`config.mk`:
```
export PLATFORM = sky130hd
export DESIGN_NAME = flash_host_ctrl
export DESIGN_NICKNAME = d
export VERILOG_FILES = /design/src/verilog/flash_host_pkg.sv /design/src/verilog/flash_cycle.sv /design/src/verilog/flash_host_ctrl.sv
export SDC_FILE = /design/constraint.sdc
export NUM_CORES = 1
export LEC_CHECK = 0
export ABC_AREA = 1
export BUFFER_PORTS_ARGS = -buffer_cell sky130_fd_sc_hd__buf_2
export CAP_MARGIN = 20
export CELL_PAD_IN_SITES_DETAIL_PLACEMENT = 1
export CELL_PAD_IN_SITES_GLOBAL_PLACEMENT = 1
export CORE_MARGIN = 2
export CORE_UTILIZATION = 32
export DETAILED_ROUTE_END_ITERATION = 8
export GPL_TIMING_DRIVEN = 0
export PLACE_DENSITY = 0.62
export RECOVER_POWER = 25
export SLEW_MARGIN = 20
export SYNTH_ARGS = -nofsm -noshare
export SYNTH_HDL_FRONTEND = slang
export SYNTH_SLANG_ARGS = --single-unit
```
`constraint.sdc`:
```
create_clock -name clk -period 3.9 [get_ports clk]
set_input_delay 0.585 -clock clk [delete_from_list [all_inputs] [get_ports clk]]
set_output_delay 0.585 -clock clk [all_outputs]
set_load 0.05 [all_outputs]
```
`src/verilog/flash_host_pkg.sv`:
```
// Purpose: Shared constants and types for the parallel flash host controller.
// Assumes: 100 MHz clock, word-mode flash with 20 address bits and 16 data bits.
// Notes: Command codes are package localparams with fixed values, not overridable per part.
package flash_host_pkg;

  // ****************************************
  // Widths and timing
  // ****************************************
  localparam int ADDR_W = 20;
  localparam int DATA_W = 16;
  localparam int CLK_PERIOD_NS = 10;
  localparam int SETUP_NS = 20;
  localparam int STROBE_NS = 70;
  localparam int HOLD_NS = 20;
  localparam int SETUP_CYC = (SETUP_NS + CLK_PERIOD_NS - 1) / CLK_PERIOD_NS;
  localparam int STROBE_CYC = (STROBE_NS + CLK_PERIOD_NS - 1) / CLK_PERIOD_NS;
  localparam int HOLD_CYC = (HOLD_NS + CLK_PERIOD_NS - 1) / CLK_PERIOD_NS;

  // ****************************************
  // Flash command set
  // ****************************************
  localparam logic [ADDR_W-1:0] UNLOCK_ADDR1 = 20'h00555;
  localparam logic [ADDR_W-1:0] UNLOCK_ADDR2 = 20'h002aa;
  localparam logic [DATA_W-1:0] UNLOCK_DATA1 = 16'h00aa;
  localparam logic [DATA_W-1:0] UNLOCK_DATA2 = 16'h0055;
  localparam logic [DATA_W-1:0] CMD_PROGRAM = 16'h00a0;
  localparam logic [DATA_W-1:0] CMD_ERASE = 16'h0080;
  localparam logic [DATA_W-1:0] CMD_CHIP = 16'h0010;
  localparam logic [DATA_W-1:0] CMD_SECTOR = 16'h0030;
  localparam logic [DATA_W-1:0] CMD_RESET = 16'h00f0;
  localparam logic [DATA_W-1:0] CMD_SUSPEND = 16'h00b0;
  localparam logic [DATA_W-1:0] CMD_RESUME = 16'h0030;

  // Status bit positions on the flash data bus
  localparam int DQ_TOGGLE = 6;
  localparam int DQ_FAIL = 5;
  localparam int DQ_WINDOW = 3;

  // ****************************************
  // Register map
  // ****************************************
  localparam logic [7:0] OFS_CTRL = 8'h00;
  localparam logic [7:0] OFS_ADDR = 8'h04;
  localparam logic [7:0] OFS_WDATA = 8'h08;
  localparam logic [7:0] OFS_STATUS = 8'h0c;
  localparam logic [7:0] OFS_RDATA = 8'h10;
  localparam int CTRL_START_BIT = 0;
  localparam int CTRL_OP_LSB = 1;
  localparam int ST_BUSY = 0;
  localparam int ST_DONE = 1;
  localparam int ST_FAIL = 2;
  localparam int ST_REJECT = 3;
  localparam int ST_READY = 4;

  typedef enum logic [2:0] {
    OP_READ = 3'h0,
    OP_PROGRAM = 3'h1,
    OP_SECTOR_ERASE = 3'h2,
    OP_CHIP_ERASE = 3'h3,
    OP_ADD_SECTOR = 3'h4,
    OP_RESET = 3'h5,
    OP_SUSPEND = 3'h6,
    OP_RESUME = 3'h7
  } op_e;

  typedef struct packed {
    logic wr;
    logic [ADDR_W-1:0] addr;
    logic [DATA_W-1:0] data;
  } cyc_req_s;

  typedef struct packed {
    logic ce_n;
    logic oe_n;
    logic we_n;
    logic [ADDR_W-1:0] addr;
    logic [DATA_W-1:0] dq_out;
    logic dq_oe_n;
  } flash_pins_s;

  localparam flash_pins_s PINS_IDLE = '{ce_n: 1'b1, oe_n: 1'b1, we_n: 1'b1, addr: '0, dq_out: '0, dq_oe_n: 1'b1};

endpackage

```
`src/verilog/flash_cycle.sv`:
```
// Purpose: One flash bus cycle (read or write) on the asynchronous pins.
// Assumes: Flash data bus is asynchronous to clk and is synchronised here.
// Notes: Chip select is released after every cycle so each read is distinct.
`timescale 1ns/100ps
module flash_cycle #(
  parameter int SETUP = flash_host_pkg::SETUP_CYC,
  parameter int STROBE = flash_host_pkg::STROBE_CYC,
  parameter int HOLD = flash_host_pkg::HOLD_CYC
) (
  input wire logic clk,
  input wire logic resetn,
  input wire logic start,
  input wire flash_host_pkg::cyc_req_s req,
  output logic done,
  output logic [flash_host_pkg::DATA_W-1:0] rdata,
  output flash_host_pkg::flash_pins_s pins,
  input wire logic [flash_host_pkg::DATA_W-1:0] dq_in
);
  import flash_host_pkg::*;

  typedef enum logic [3:0] {
    E_IDLE = 4'b0001,
    E_SETUP = 4'b0010,
    E_STROBE = 4'b0100,
    E_HOLD = 4'b1000
  } eng_state_e;

  eng_state_e state_reg;
  logic [3:0] cnt_reg;
  logic wr_reg;
  logic [DATA_W-1:0] dq_meta_reg;
  logic [DATA_W-1:0] dq_sync_reg;
  wire cnt_zero = (cnt_reg == 4'h0);

  assign done = (state_reg == E_HOLD) && cnt_zero;

  // ****************************************
  // Data bus synchroniser
  // ****************************************
  always_ff @(posedge clk or negedge resetn) begin
    if (!resetn) begin
      dq_meta_reg <= '0;
      dq_sync_reg <= '0;
    end else begin
      dq_meta_reg <= dq_in;
      dq_sync_reg <= dq_meta_reg;
    end
  end

  // ****************************************
  // Cycle sequencer
  // ****************************************
  always_ff @(posedge clk or negedge resetn) begin
    if (!resetn) begin
      state_reg <= E_IDLE;
      cnt_reg <= 4'h0;
      wr_reg <= 1'b0;
      pins <= PINS_IDLE;
      rdata <= '0;
    end else begin
      unique case (state_reg)
        E_IDLE: begin
          if (start) begin
            state_reg <= E_SETUP;
            cnt_reg <= 4'(SETUP - 1);
            wr_reg <= req.wr;
            pins.addr <= req.addr;
            pins.dq_out <= req.data;
            pins.ce_n <= 1'b0;
            pins.dq_oe_n <= !req.wr;
          end
        end
        E_SETUP: begin
          if (cnt_zero) begin
            state_reg <= E_STROBE;
            cnt_reg <= 4'(STROBE - 1);
            // Write strobe only with output strobe high
            pins.we_n <= !wr_reg;
            // One output strobe per read cycle
            pins.oe_n <= wr_reg;
          end else begin
            cnt_reg <= cnt_reg - 4'h1;
          end
        end
        E_STROBE: begin
          if (cnt_zero) begin
            state_reg <= E_HOLD;
            cnt_reg <= 4'(HOLD - 1);
            pins.we_n <= 1'b1;
            pins.oe_n <= 1'b1;
            // Sampled late so the two-stage lag still sees settled data
            rdata <= dq_sync_reg;
          end else begin
            cnt_reg <= cnt_reg - 4'h1;
          end
        end
        E_HOLD: begin
          if (cnt_zero) begin
            state_reg <= E_IDLE;
            pins.ce_n <= 1'b1;
            pins.dq_oe_n <= 1'b1;
          end else begin
            cnt_reg <= cnt_reg - 4'h1;
          end
        end
      endcase
    end
  end

  // ****************************************
  // Assertions
  // ****************************************
  property p_write_qualified;
    @(posedge clk) disable iff (!resetn) !pins.we_n |-> (pins.oe_n && !pins.ce_n);
  endproperty
  a_write_qualified: assert property (p_write_qualified) else $error("write strobe without qualifiers");

  property p_drive_only_writing;
    @(posedge clk) disable iff (!resetn) !pins.dq_oe_n |-> pins.oe_n;
  endproperty
  a_drive_only_writing: assert property (p_drive_only_writing) else $error("data driven during read");

  property p_read_bounded;
    @(posedge clk) disable iff (!resetn) $fell(pins.oe_n) |-> (!pins.ce_n && !pins.oe_n) [*7] ##1 pins.oe_n;
  endproperty
  a_read_bounded: assert property (p_read_bounded) else $error("read strobe width wrong");

  property p_ce_released;
    @(posedge clk) disable iff (!resetn) $rose(pins.oe_n) |-> ##[1:4] pins.ce_n;
  endproperty
  a_ce_released: assert property (p_ce_released) else $error("chip select not released after read");

  c_write_cycle: cover property (@(posedge clk) disable iff (!resetn) $fell(pins.we_n));
  c_read_cycle: cover property (@(posedge clk) disable iff (!resetn) $fell(pins.oe_n));

endmodule // flash_cycle

```
`src/verilog/flash_host_ctrl.sv`:
```
// Purpose: AHB-Lite controlled host that programs, erases and polls a parallel flash.
// Assumes: Single AHB-Lite slave, word transfers; flash pins asynchronous to clk.
// Notes: Completion is found with toggle-bit polling; no poll limit is applied.
//
// Operation
// - Reads delimited by output strobe or select
// - Host writes reset command after timeout failure
// - Host checks window bit around extra sectors
// - Write only with select, write low, output high
//
// The register addresses and the AHB-Lite interface to the registers were chosen for this implementation.
`timescale 1ns/100ps
module flash_host_ctrl (
  input wire logic clk,
  input wire logic resetn,
  input wire logic hsel,
  input wire logic [31:0] haddr,
  input wire logic [1:0] htrans,
  input wire logic hwrite,
  input wire logic [2:0] hsize,
  input wire logic [31:0] hwdata,
  input wire logic hready,
  output logic hreadyout,
  output logic hresp,
  output logic [31:0] hrdata,
  output logic flash_ce_n,
  output logic flash_oe_n,
  output logic flash_we_n,
  output logic [flash_host_pkg::ADDR_W-1:0] flash_addr,
  output logic [flash_host_pkg::DATA_W-1:0] flash_dq_out,
  output logic flash_dq_oe_n,
  input wire logic [flash_host_pkg::DATA_W-1:0] flash_dq_in,
  input wire logic ready_busy_n
);
  import flash_host_pkg::*;

  typedef enum logic [6:0] {
    S_IDLE = 7'b0000001,
    S_PRECHK = 7'b0000010,
    S_SEQ = 7'b0000100,
    S_POSTCHK = 7'b0001000,
    S_POLL_A = 7'b0010000,
    S_POLL_B = 7'b0100000,
    S_RESET = 7'b1000000
  } host_state_e;

  // ****************************************
  // Command sequences
  // ****************************************
  function automatic logic [2:0] seq_last(input op_e op);
    unique case (op)
      OP_PROGRAM: seq_last = 3'd3;
      OP_SECTOR_ERASE, OP_CHIP_ERASE: seq_last = 3'd5;
      default: seq_last = 3'd0;
    endcase
  endfunction

  // Unlock pair before program and erase commands only; reset, suspend, resume and extra sector are single writes
  function automatic cyc_req_s seq_step(input op_e op, input logic [2:0] step,
                                        input logic [ADDR_W-1:0] a, input logic [DATA_W-1:0] d);
    logic erase;
    erase = (op == OP_SECTOR_ERASE) || (op == OP_CHIP_ERASE);
    seq_step = '{wr: 1'b1, addr: a, data: d};
    if (op == OP_READ) begin
      seq_step.wr = 1'b0;
    end else if (op == OP_RESET) begin
      seq_step.data = CMD_RESET;
    end else if (op == OP_SUSPEND) begin
      seq_step.data = CMD_SUSPEND;
    end else if (op == OP_RESUME) begin
      seq_step.data = CMD_RESUME;
    end else if (op == OP_ADD_SECTOR) begin
      seq_step.data = CMD_SECTOR;
    end else if (step == 3'd0 || step == 3'd3 && erase) begin
      seq_step = '{wr: 1'b1, addr: UNLOCK_ADDR1, data: UNLOCK_DATA1};
    end else if (step == 3'd1 || step == 3'd4) begin
      seq_step = '{wr: 1'b1, addr: UNLOCK_ADDR2, data: UNLOCK_DATA2};
    end else if (step == 3'd2) begin
      seq_step = '{wr: 1'b1, addr: UNLOCK_ADDR1, data: erase ? CMD_ERASE : CMD_PROGRAM};
    end else if (op == OP_CHIP_ERASE) begin
      seq_step = '{wr: 1'b1, addr: UNLOCK_ADDR1, data: CMD_CHIP};
    end else if (op == OP_SECTOR_ERASE) begin
      seq_step.data = CMD_SECTOR;
    end
  endfunction

  host_state_e state_reg;
  host_state_e state_next;
  op_e op_reg;
  logic [2:0] step_reg;
  logic pend_reg;
  logic fail_seen_reg;
  logic [DATA_W-1:0] prev_reg;
  logic [ADDR_W-1:0] addr_reg;
  logic [DATA_W-1:0] wdata_reg;
  logic [DATA_W-1:0] rdata_reg;
  logic st_done_reg;
  logic st_fail_reg;
  logic st_reject_reg;
  logic rb_meta_reg;
  logic rb_sync_reg;
  logic ap_wr_reg;
  logic [7:0] ap_ofs_reg;
  logic eng_done;
  logic [DATA_W-1:0] eng_rdata;
  cyc_req_s eng_req;
  flash_pins_s pins;

  // ****************************************
  // AHB-Lite slave
  // ****************************************
  wire ap_valid = hsel && htrans[1] && hready;
  wire idle = (state_reg == S_IDLE);
  wire wr_ctrl = ap_wr_reg && (ap_ofs_reg == OFS_CTRL);
  wire wr_status = ap_wr_reg && (ap_ofs_reg == OFS_STATUS);
  wire go = wr_ctrl && hwdata[CTRL_START_BIT] && idle;
  wire [31:0] status_word = {27'h0, rb_sync_reg, st_reject_reg, st_fail_reg, st_done_reg, !idle};
  wire [31:0] read_mux = (haddr[7:0] == OFS_CTRL) ? {28'h0, op_reg, 1'b0} :
                         (haddr[7:0] == OFS_ADDR) ? {12'h0, addr_reg} :
                         (haddr[7:0] == OFS_WDATA) ? {16'h0, wdata_reg} :
                         (haddr[7:0] == OFS_STATUS) ? status_word :
                         (haddr[7:0] == OFS_RDATA) ? {16'h0, rdata_reg} : 32'h0;

  assign hreadyout = 1'b1;
  assign hresp = 1'b0;

  always_ff @(posedge clk or negedge resetn) begin
    if (!resetn) begin
      ap_wr_reg <= 1'b0;
      ap_ofs_reg <= 8'h00;
      hrdata <= 32'h0;
    end else begin
      ap_wr_reg <= ap_valid && hwrite;
      ap_ofs_reg <= haddr[7:0];
      if (ap_valid && !hwrite) begin
        hrdata <= read_mux;
      end
    end
  end

  always_ff @(posedge clk or negedge resetn) begin
    if (!resetn) begin
      op_reg <= OP_READ;
      addr_reg <= '0;
      wdata_reg <= '0;
    end else if (ap_wr_reg && idle) begin
      if (ap_ofs_reg == OFS_CTRL) begin
        op_reg <= op_e'(hwdata[CTRL_OP_LSB +: 3]);
      end
      if (ap_ofs_reg == OFS_ADDR) begin
        addr_reg <= hwdata[ADDR_W-1:0];
      end
      if (ap_ofs_reg == OFS_WDATA) begin
        wdata_reg <= hwdata[DATA_W-1:0];
      end
    end
  end

  // ****************************************
  // Sequencer
  // ****************************************
  wire ctrl_op_add = (op_e'(hwdata[CTRL_OP_LSB +: 3]) == OP_ADD_SECTOR);
  wire op_polls = (op_reg == OP_PROGRAM) || (op_reg == OP_SECTOR_ERASE) || (op_reg == OP_CHIP_ERASE);
  wire seq_end = (step_reg == seq_last(op_reg));
  // Two successive reads that differ in the toggle bit mean still busy
  wire toggling = (prev_reg[DQ_TOGGLE] != eng_rdata[DQ_TOGGLE]);
  // Failure bit counts only while the toggle bit still moves
  wire fail_now = toggling && eng_rdata[DQ_FAIL];
  // Window bit high around an extra sector cycle means rejection
  wire window_hit = eng_done && (state_reg == S_PRECHK || state_reg == S_POSTCHK) && eng_rdata[DQ_WINDOW];
  wire finish = eng_done && !idle && (state_next == S_IDLE);
  wire fail_set = eng_done && (state_reg == S_RESET);

  always_comb begin
    state_next = state_reg;
    unique case (state_reg)
      S_IDLE: if (go) state_next = ctrl_op_add ? S_PRECHK : S_SEQ;
      S_PRECHK: if (eng_done) state_next = eng_rdata[DQ_WINDOW] ? S_IDLE : S_SEQ;
      S_SEQ: begin
        if (eng_done && seq_end) begin
          state_next = (op_reg == OP_ADD_SECTOR) ? S_POSTCHK : op_polls ? S_POLL_A : S_IDLE;
        end
      end
      S_POSTCHK: if (eng_done) state_next = S_IDLE;
      S_POLL_A: if (eng_done) state_next = S_POLL_B;
      S_POLL_B: begin
        if (eng_done) begin
          // Failure is confirmed by a second pair of reads, then a reset is written
          state_next = !toggling ? S_IDLE : (fail_now && fail_seen_reg) ? S_RESET : S_POLL_A;
        end
      end
      S_RESET: if (eng_done) state_next = S_IDLE;
    endcase
  end

  always_comb begin
    eng_req = '{wr: 1'b0, addr: addr_reg, data: '0};
    if (state_reg == S_SEQ) begin
      eng_req = seq_step(op_reg, step_reg, addr_reg, wdata_reg);
    end else if (state_reg == S_RESET) begin
      eng_req = '{wr: 1'b1, addr: addr_reg, data: CMD_RESET};
    end
  end

  always_ff @(posedge clk or negedge resetn) begin
    if (!resetn) begin
      state_reg <= S_IDLE;
      step_reg <= 3'd0;
      pend_reg <= 1'b0;
      fail_seen_reg <= 1'b0;
      prev_reg <= '0;
      rdata_reg <= '0;
    end else begin
      state_reg <= state_next;
      pend_reg <= eng_done ? 1'b0 : (!idle || pend_reg);
      if (go) begin
        step_reg <= 3'd0;
        fail_seen_reg <= 1'b0;
      end else if (eng_done && state_reg == S_SEQ && !seq_end) begin
        step_reg <= step_reg + 3'd1;
      end
      if (eng_done && state_reg == S_POLL_A) begin
        prev_reg <= eng_rdata;
      end
      if (eng_done && state_reg == S_POLL_B && fail_now) begin
        fail_seen_reg <= 1'b1;
      end
      if (eng_done && !eng_req.wr) begin
        rdata_reg <= eng_rdata;
      end
    end
  end

  // ****************************************
  // Status and ready pin
  // ****************************************
  always_ff @(posedge clk or negedge resetn) begin
    if (!resetn) begin
      st_done_reg <= 1'b0;
      st_fail_reg <= 1'b0;
      st_reject_reg <= 1'b0;
      rb_meta_reg <= 1'b1;
      rb_sync_reg <= 1'b1;
    end else begin
      // Hardware set wins over a software clear in the same cycle
      st_done_reg <= finish || (st_done_reg && !(wr_status && hwdata[ST_DONE]));
      st_fail_reg <= fail_set || (st_fail_reg && !(wr_status && hwdata[ST_FAIL]));
      st_reject_reg <= window_hit || (st_reject_reg && !(wr_status && hwdata[ST_REJECT]));
      // Ready/busy is only reported; the device drives it
      rb_meta_reg <= ready_busy_n;
      rb_sync_reg <= rb_meta_reg;
    end
  end

  flash_cycle u_cycle (
    .clk(clk),
    .resetn(resetn),
    .start(!idle && !pend_reg),
    .req(eng_req),
    .done(eng_done),
    .rdata(eng_rdata),
    .pins(pins),
    .dq_in(flash_dq_in)
  );

  assign flash_ce_n = pins.ce_n;
  assign flash_oe_n = pins.oe_n;
  assign flash_we_n = pins.we_n;
  assign flash_addr = pins.addr;
  assign flash_dq_out = pins.dq_out;
  assign flash_dq_oe_n = pins.dq_oe_n;

  // ****************************************
  // Assertions
  // ****************************************
  property p_fail_after_reset;
    @(posedge clk) disable iff (!resetn) $rose(st_fail_reg) |-> $past(state_reg == S_RESET) && $past(eng_done);
  endproperty
  a_fail_after_reset: assert property (p_fail_after_reset) else $error("failure flagged without reset write");

  property p_reset_cmd_data;
    @(posedge clk) disable iff (!resetn) (state_reg == S_RESET) && !flash_we_n |-> flash_dq_out == CMD_RESET;
  endproperty
  a_reset_cmd_data: assert property (p_reset_cmd_data) else $error("reset write carries wrong data");

  property p_reject_cause;
    @(posedge clk) disable iff (!resetn) $rose(st_reject_reg) |-> $past(eng_rdata[DQ_WINDOW]) &&
      ($past(state_reg == S_PRECHK) || $past(state_reg == S_POSTCHK));
  endproperty
  a_reject_cause: assert property (p_reject_cause) else $error("reject without window bit");

  property p_precheck_blocks;
    @(posedge clk) disable iff (!resetn) (state_reg == S_PRECHK) && eng_done && eng_rdata[DQ_WINDOW] |=> idle;
  endproperty
  a_precheck_blocks: assert property (p_precheck_blocks) else $error("sector cycle sent after window closed");

  c_program_done: cover property (@(posedge clk) disable iff (!resetn) finish && op_reg == OP_PROGRAM);
  c_fail_path: cover property (@(posedge clk) disable iff (!resetn) fail_set);
  c_reject: cover property (@(posedge clk) disable iff (!resetn) window_hit);

endmodule // flash_host_ctrl

```
==> key figures, run 1 <==
Status
  • Status: complete, but fails checks
  • Failing checks: max-capacitance violations, max-slew violations

Clocking
  • Setup bufs post-CTS: 0
  • CTS buffer count: 17
  • Clock transition at the registers of the reported paths: 0.07 ns
  • Clock Tree Buf Depth: 2
  • H-tree depth: 4
  • Clock latency on the worst-skew pair: 0.43 ns
  • Root buf cell: clkbuf_16
  • CTS tree: yes
  • Clk sinks: 199

Routing
  • Initial detailed-routing violation count: 421
  • Drt first pass iters: 4
  • Post-Route WL: 24,400 um
  • Wire per inst: 16.1 um
  • Vias: 7,005
  • DRT antenna net count: 0
  • Via density: 4.63
  • DRC: 0

Global routing
  • Overflow after GRT: 0
  • Initial antenna violation count: 0
  • GRT Total Usage: 17.8%
  • Largest net degree at the start of global routing: 89
  • Vias in the first global route: 7,151
  • First-pass GRT wire length: 39,400 um

Synth
  • Post-synth EDFFs: 0
  • Async S/R FF share, synth: 100%
  • Top FF cell, synth: dfrtp_1
  • Post-synthesis sequential area ratio: 56.6%
  • Mapped Cells: 1,015
  • Mapped cell area: 8810 um2
  • #FFs+latches synth: 199
  • Post-Syn Area per Cell: 8.68 um2
  • YS warnings: 0
  • Number of library cell types mapped by synthesis: 38

Placement
  • Pre-CTS setup slack: 1.63 ns
  • Port Buffer Count: 110
  • Placed Area: 9900 um2
  • Post-DP HPWL: 18,400 um
  • Routability Congestion: 0.823

Final layout
  • Synth-to-Final Area Change: 19.1%
  • Finished Core Util: 38.8%
  • Most frequent cells in the layout: nand2_1 (295), dfrtp_1 (191), buf_2 (118), inv_1 (103), nand3_1 (98)
  • Max reg flops: 40
  • # diodes: 0
  • Nets: 1,256
  • Leading cell type in the layout, fill and taps excluded: nand2_1
  • Fill count: 3,257
  • Design area: 10,500 um2
  • Share of cells above drive strength 1: 19.6%

STA
  • Final hold violation count: 0
  • Unrepaired setup endpoints after global routing: no
  • Final worst path period share: 57.9%
  • Slew at the pin closest to its max-slew limit: 1.61 ns
  • Worst relative slew slack: -7.58%
  • Final worst clock skew: 0.0133 ns
  • Setup violators final: 0
  • Worst Hold Margin: 0.243 ns
  • FMAX: 443 MHz
  • Tmin final: 2.26 ns
  • Slew Limit Fails: 25
  • Post-route setup slack: 1.64 ns

Setup path
  • Slowest-stage cell, CP: clkbuf_1
  • WP data required: 4.45 ns
  • Cell family with most CP delay: buffers and inverters
  • CP Class: input pin to asynchronous set/reset pin
  • Critical Path Source Type: input pin
  • Largest stage delay on the critical path: 1.16 ns
  • Critical Path Sink Type: asynchronous set/reset pin
  • CP cell instances: dlygate4sd3_1, clkbuf_1, buf_16
  • CP max FO: 87
  • CP Buf/Inv Count: 3
  • WP data arrival: 2.81 ns

Min path
  • HP Class: input pin to flop

Pwr
  • PwrDens: 401 nW/um2
  • Peak supply drop: 250 uV
  • Pleak: 5.42 nW

Die
  • Die area: 28,900 um2
  • Row Count: 60
  • Starting Density: 32.6%
  • Total I/O pin count: 165
  • Core area: 27,000 um2
  • Die X: 170 um
  • Die Y: 170 um

Flow run
  • Max cap viols: 1
cell families (layout without fill, tap and decap cells):
group           after synthesis  in the layout  synth area share, %
xor+xnor                      3              3                0.298
flops                       199            199                 56.6
buf+inv                     156            300                 8.08
compound gates              135            135                 8.12
simple gates                514            514                 25.9
other cells                   2             14               0.0852
fa+ha+maj                     6              6                0.852
report_power, final:
group | leakage (nW) | switching, mW | total, mW | internal, mW
clock | 0.292 | 0.876 | 1.85 | 0.977
combinational | 2.89 | 0.159 | 0.218 | 0.0590
sequential | 2.23 | 0.0233 | 2.14 | 2.11
total | 5.42 | 1.06 | 4.21 | 3.15
cell type report:
| type | instances | area [um2] | share of cell area (%) |
|---|---|---|---|
| Multi-Input combinational cell | 672 | 3150 | 30.0 |
| Clock inverter | 14 | 183 | 1.74 |
| Sequential cell | 199 | 4990 | 47.6 |
| Inverter | 112 | 423 | 4.03 |
| Timing Repair Buffer | 113 | 603 | 5.75 |
| Clock buffer | 17 | 425 | 4.05 |
| Buffer | 44 | 289 | 2.75 |
| Tap cell | 341 | 427 | 4.07 |
cell usage after synthesis (5+ instances only):
master	n	area, um2
nor2_1	57	214
buf_4	17	128
nor3_1	6	30.0
buf_2	18	90.1
o21ai_0	51	255
nor2_2	8	50.1
a21oi_1	19	95.1
nand2_1	295	1110
nand4_1	13	81.3
nand2_2	13	81.3
inv_1	103	387
dfrtp_1	191	4780
nor2_4	8	90.1
dfstp_2	8	210
inv_2	7	26.3
ha_1	6	75.1
buf_6	5	56.3
o21ai_1	55	275
nand3_1	98	490
metrics by stage:
step                std cells  power (mW)  TNS (ns)
floorplan                1027        2.29         0
global placement         1478        2.39   -226.17
detailed placement       1480        2.40         0
CTS                      1512        4.27         0
global route             1512        4.38         0
finish                   1512        4.21         0
what timing repair did:
| item | CTS | global route |
|---|---|---|
| resized for setup | 0 | 0 |
| hold buffers | 1 | 0 |
| endpoints found under the setup margin | 0 | 0 |
| endpoints found under the hold margin | 20 | 0 |
final timing paths:
| path | startpoint | to | slack (ns) | cells past startpoint |
|---|---|---|---|---|
| max in group clk | step_reg[0] | u_cycle.pins[14] | 1.89 | 9 |
| worst min-delay path | ready_busy_n | rb_meta_reg | 0.24 | 1 |
| min in group asynchronous | resetn | u_cycle.cnt_reg[3] | 1.09 | 2 |
| worst min register to register | u_cycle.dq_meta_reg[0] | u_cycle.dq_sync_reg[0] | 0.35 | 0 |
| worst max-delay path | resetn | wdata_reg[10] | 1.64 | 3 |
| worst max register to register | step_reg[0] | u_cycle.pins[14] | 1.89 | 9 |
layer usage:
metal | routed length (um) | global-route usage [%] | vias to the layer above | share of wire [%]
li1 | - | - | 3497 | -
met1 | 11700 | 24.7 | 3354 | 48
met2 | 11200 | 28.3 | 141 | 46
met3 | 1120 | 3.53 | 13 | 4.6
met4 | 297 | 4.79 | 0 | 1.2
met5 | 0 | 0 | - | 0
Power figures use the tool's default switching activity.
==> run 2: changes to the inputs <==
- clock period: 3.9 -> 2.15 ns (I/O delays scaled with it)
==> run 2 against run 1 <==
The run now ends clean. Clock skew rose by 0.0029 ns. Via count rose by 1.1%. Non-clock buffer count rose by 17. Design area rose by 1.4%. Setup slack got worse by 1.4 ns. Clock-buffer cell count did not move. First-iteration DRC count rose by 3.1%. Highest routed layer unchanged. Die area did not move. Critical path depth rose by 5.
==> key figures, run 2 (synthesis results as in run 1) <==
Status
  • Status: completed

Pwr
  • Peak supply drop: 466 uV (+86%)
  • Power Total: 7.65 mW (+82%)
  • PwrDens: 720 nW/um2 (+79%)
  • Pleak: 5.48 nW (+1.1%)

Setup path
  • Cell mode on critical path: nand2_1
  • WP data required: 2.46 ns (-1.99 ns)
  • Largest stage delay on the critical path: 0.40 ns (-0.76 ns)
  • CP max FO: 10 (-89%)
  • Critical Path Source Type: flop
  • WP data arrival: 2.20 ns (-0.61 ns)
  • CP cell instances: inv_1, ha_1, nand2_1, nor2_2, nand2_2, buf_4, nand2_1, o21ai_0
  • Slowest-stage cell, CP: nor2_2
  • CP Class: flop to flop
  • Critical Path Sink Type: flop

Die
  • Die Y: 170 um (unchanged)
  • Core area: 27,000 um2 (unchanged)
  • Total I/O pin count: 165 (unchanged)
  • Die area: 28,900 um2 (unchanged)
  • Starting Density: 32.6% (unchanged)
  • Die X: 170 um (unchanged)
  • Row Count: 60 (unchanged)

Routing
  • Post-Route WL: 24,600 um (+0.90%)
  • DRT antenna net count: 0 (unchanged)
  • Vias: 7,080 (+1.1%)
  • Wire per inst: 16.1 um (-0.22%)
  • DRC: 0 (unchanged)
  • Drt first pass iters: 4 (unchanged)
  • Via density: 4.63 (about the same)
  • Initial detailed-routing violation count: 434 (+3.1%)

STA
  • Final worst clock skew: 0.0161 ns (+0.00289 ns)
  • Final hold violation count: 0 (unchanged)
  • FMAX: 530 MHz
  • Worst Hold Margin: 0.0492 ns (-0.194 ns)
  • Final worst path period share: 87.8%
  • Unrepaired setup endpoints after global routing: no
  • Worst relative slew slack: 16.7% (+24 points)
  • Setup violators final: 0 (unchanged)
  • Slew Limit Fails: 0 (-100%)
  • Slew at the pin closest to its max-slew limit: 1.25 ns (-0.364 ns)
  • Tmin final: 1.89 ns

Clocking
  • Clock latency on the worst-skew pair: 0.44 ns (about the same)
  • Clk sinks: 199 (unchanged)
  • CTS buffer count: 17 (unchanged)
  • Root buf cell: clkbuf_16
  • CTS tree: yes
  • Setup bufs post-CTS: 0 (unchanged)
  • H-tree depth: 4 (unchanged)
  • Clock transition at the registers of the reported paths: 0.08 ns (about the same)
  • Clock Tree Buf Depth: 2 (unchanged)

Global routing
  • First-pass GRT wire length: 39,900 um (+1.2%)
  • Initial antenna violation count: 0 (unchanged)
  • Vias in the first global route: 7,289 (+1.9%)
  • Overflow after GRT: 0 (unchanged)
  • Largest net degree at the start of global routing: 89 (unchanged)
  • GRT Total Usage: 18.0% (+0.20 points)

Placement
  • Post-DP HPWL: 18,400 um (unchanged)
  • Routability Congestion: 0.823 (unchanged)
  • Placed Area: 9900 um2 (unchanged)
  • Port Buffer Count: 110 (unchanged)

Final layout
  • Synth-to-Final Area Change: 20.7%
  • Design area: 10,600 um2 (+1.4%)
  • Max reg flops: 40 (unchanged)
  • Share of cells above drive strength 1: 19.6% (-0.029 points)
  • Finished Core Util: 39.4% (+0.53 points)
  • # diodes: 0 (unchanged)
  • Footprint of the multi-input gates: 3150 um2 (unchanged)
  • Most frequent cells in the layout: nand2_1 (295), dfrtp_1 (190), buf_2 (118), inv_1 (102), nand3_1 (98)
  • Nets: 1,273 (+1.4%)
  • Reg area: 4990 um2 (about the same)
  • Fill count: 3,236 (-0.64%)
  • Leading cell type in the layout, fill and taps excluded: nand2_1

Min path
  • HP Class: input pin to flop

Flow run
  • Max cap viols: 0 (-1)
-- run 2: metrics by stage --
stage	TNS, ns	setup slack (ns)	cells
2_1_floorplan	0	0.517	1027
3_3_place_gp	-521.54	-2.69	1478
3_5_place_dp	0	0.139	1480
4_1_cts	0	0.138	1529
5_1_grt	0	0.0186	1529
6_report	0	0.263	1529
-- run 2: report_power, final --
part	internal, mW	switching, mW
Combinational	0.120	0.290
Clock	1.77	1.60
Sequential	3.83	0.0422
-- run 2: what timing repair did --
item / in CTS / in global routing
hold buffers: 18 / 0
resized for setup: 0 / 2
hold endpoints to repair: 41 / 0
endpoints found under the setup margin: 0 / 18
-- run 2: routing by layer --
layer  up-vias  global-route usage, %  routed length [um]
met2       131                   28.9               11500
met4         0                   4.83                 282
li1       3535                      -                   -
met1      3396                   24.8               11800
met3        18                   3.63                 966
met5         -                      0                   0
-- run 2: worst max-delay path: cells and delay by family (launching register included) --
kind | cells | cell delay [ns]
simple gates | 4 | 0.79
buf+inv | 2 | 0.32
fa+ha+maj | 1 | 0.19
flops | 1 | 0.36
compound gates | 1 | 0.09
-- run 2: worst paths after layout --
path / depth (start not counted) / slack, ns / end / startpoint
setup / recovery: 8 / 0.26 / rdata_reg[10] / u_cycle.cnt_reg[0]
hold / removal: 1 / 0.05 / ap_ofs_reg[5] / haddr[5]
setup reg to reg: 8 / 0.26 / rdata_reg[10] / u_cycle.cnt_reg[0]
hold reg to reg: 0 / 0.35 / u_cycle.dq_sync_reg[0] / u_cycle.dq_meta_reg[0]
max in group asynchronous: 3 / 0.33 / wdata_reg[10] / resetn
min in group asynchronous: 2 / 0.30 / u_cycle.cnt_reg[3] / resetn
-- run 2: final cells by class --
type	count	area share [%]
Sequential cell	199	46.9
Multi-Input combinational cell	672	29.6
Timing Repair Buffer	130	7.00
Tap cell	341	4.01
Clock buffer	17	4.00
Inverter	112	3.98
Buffer	44	2.72
Clock inverter	14	1.72
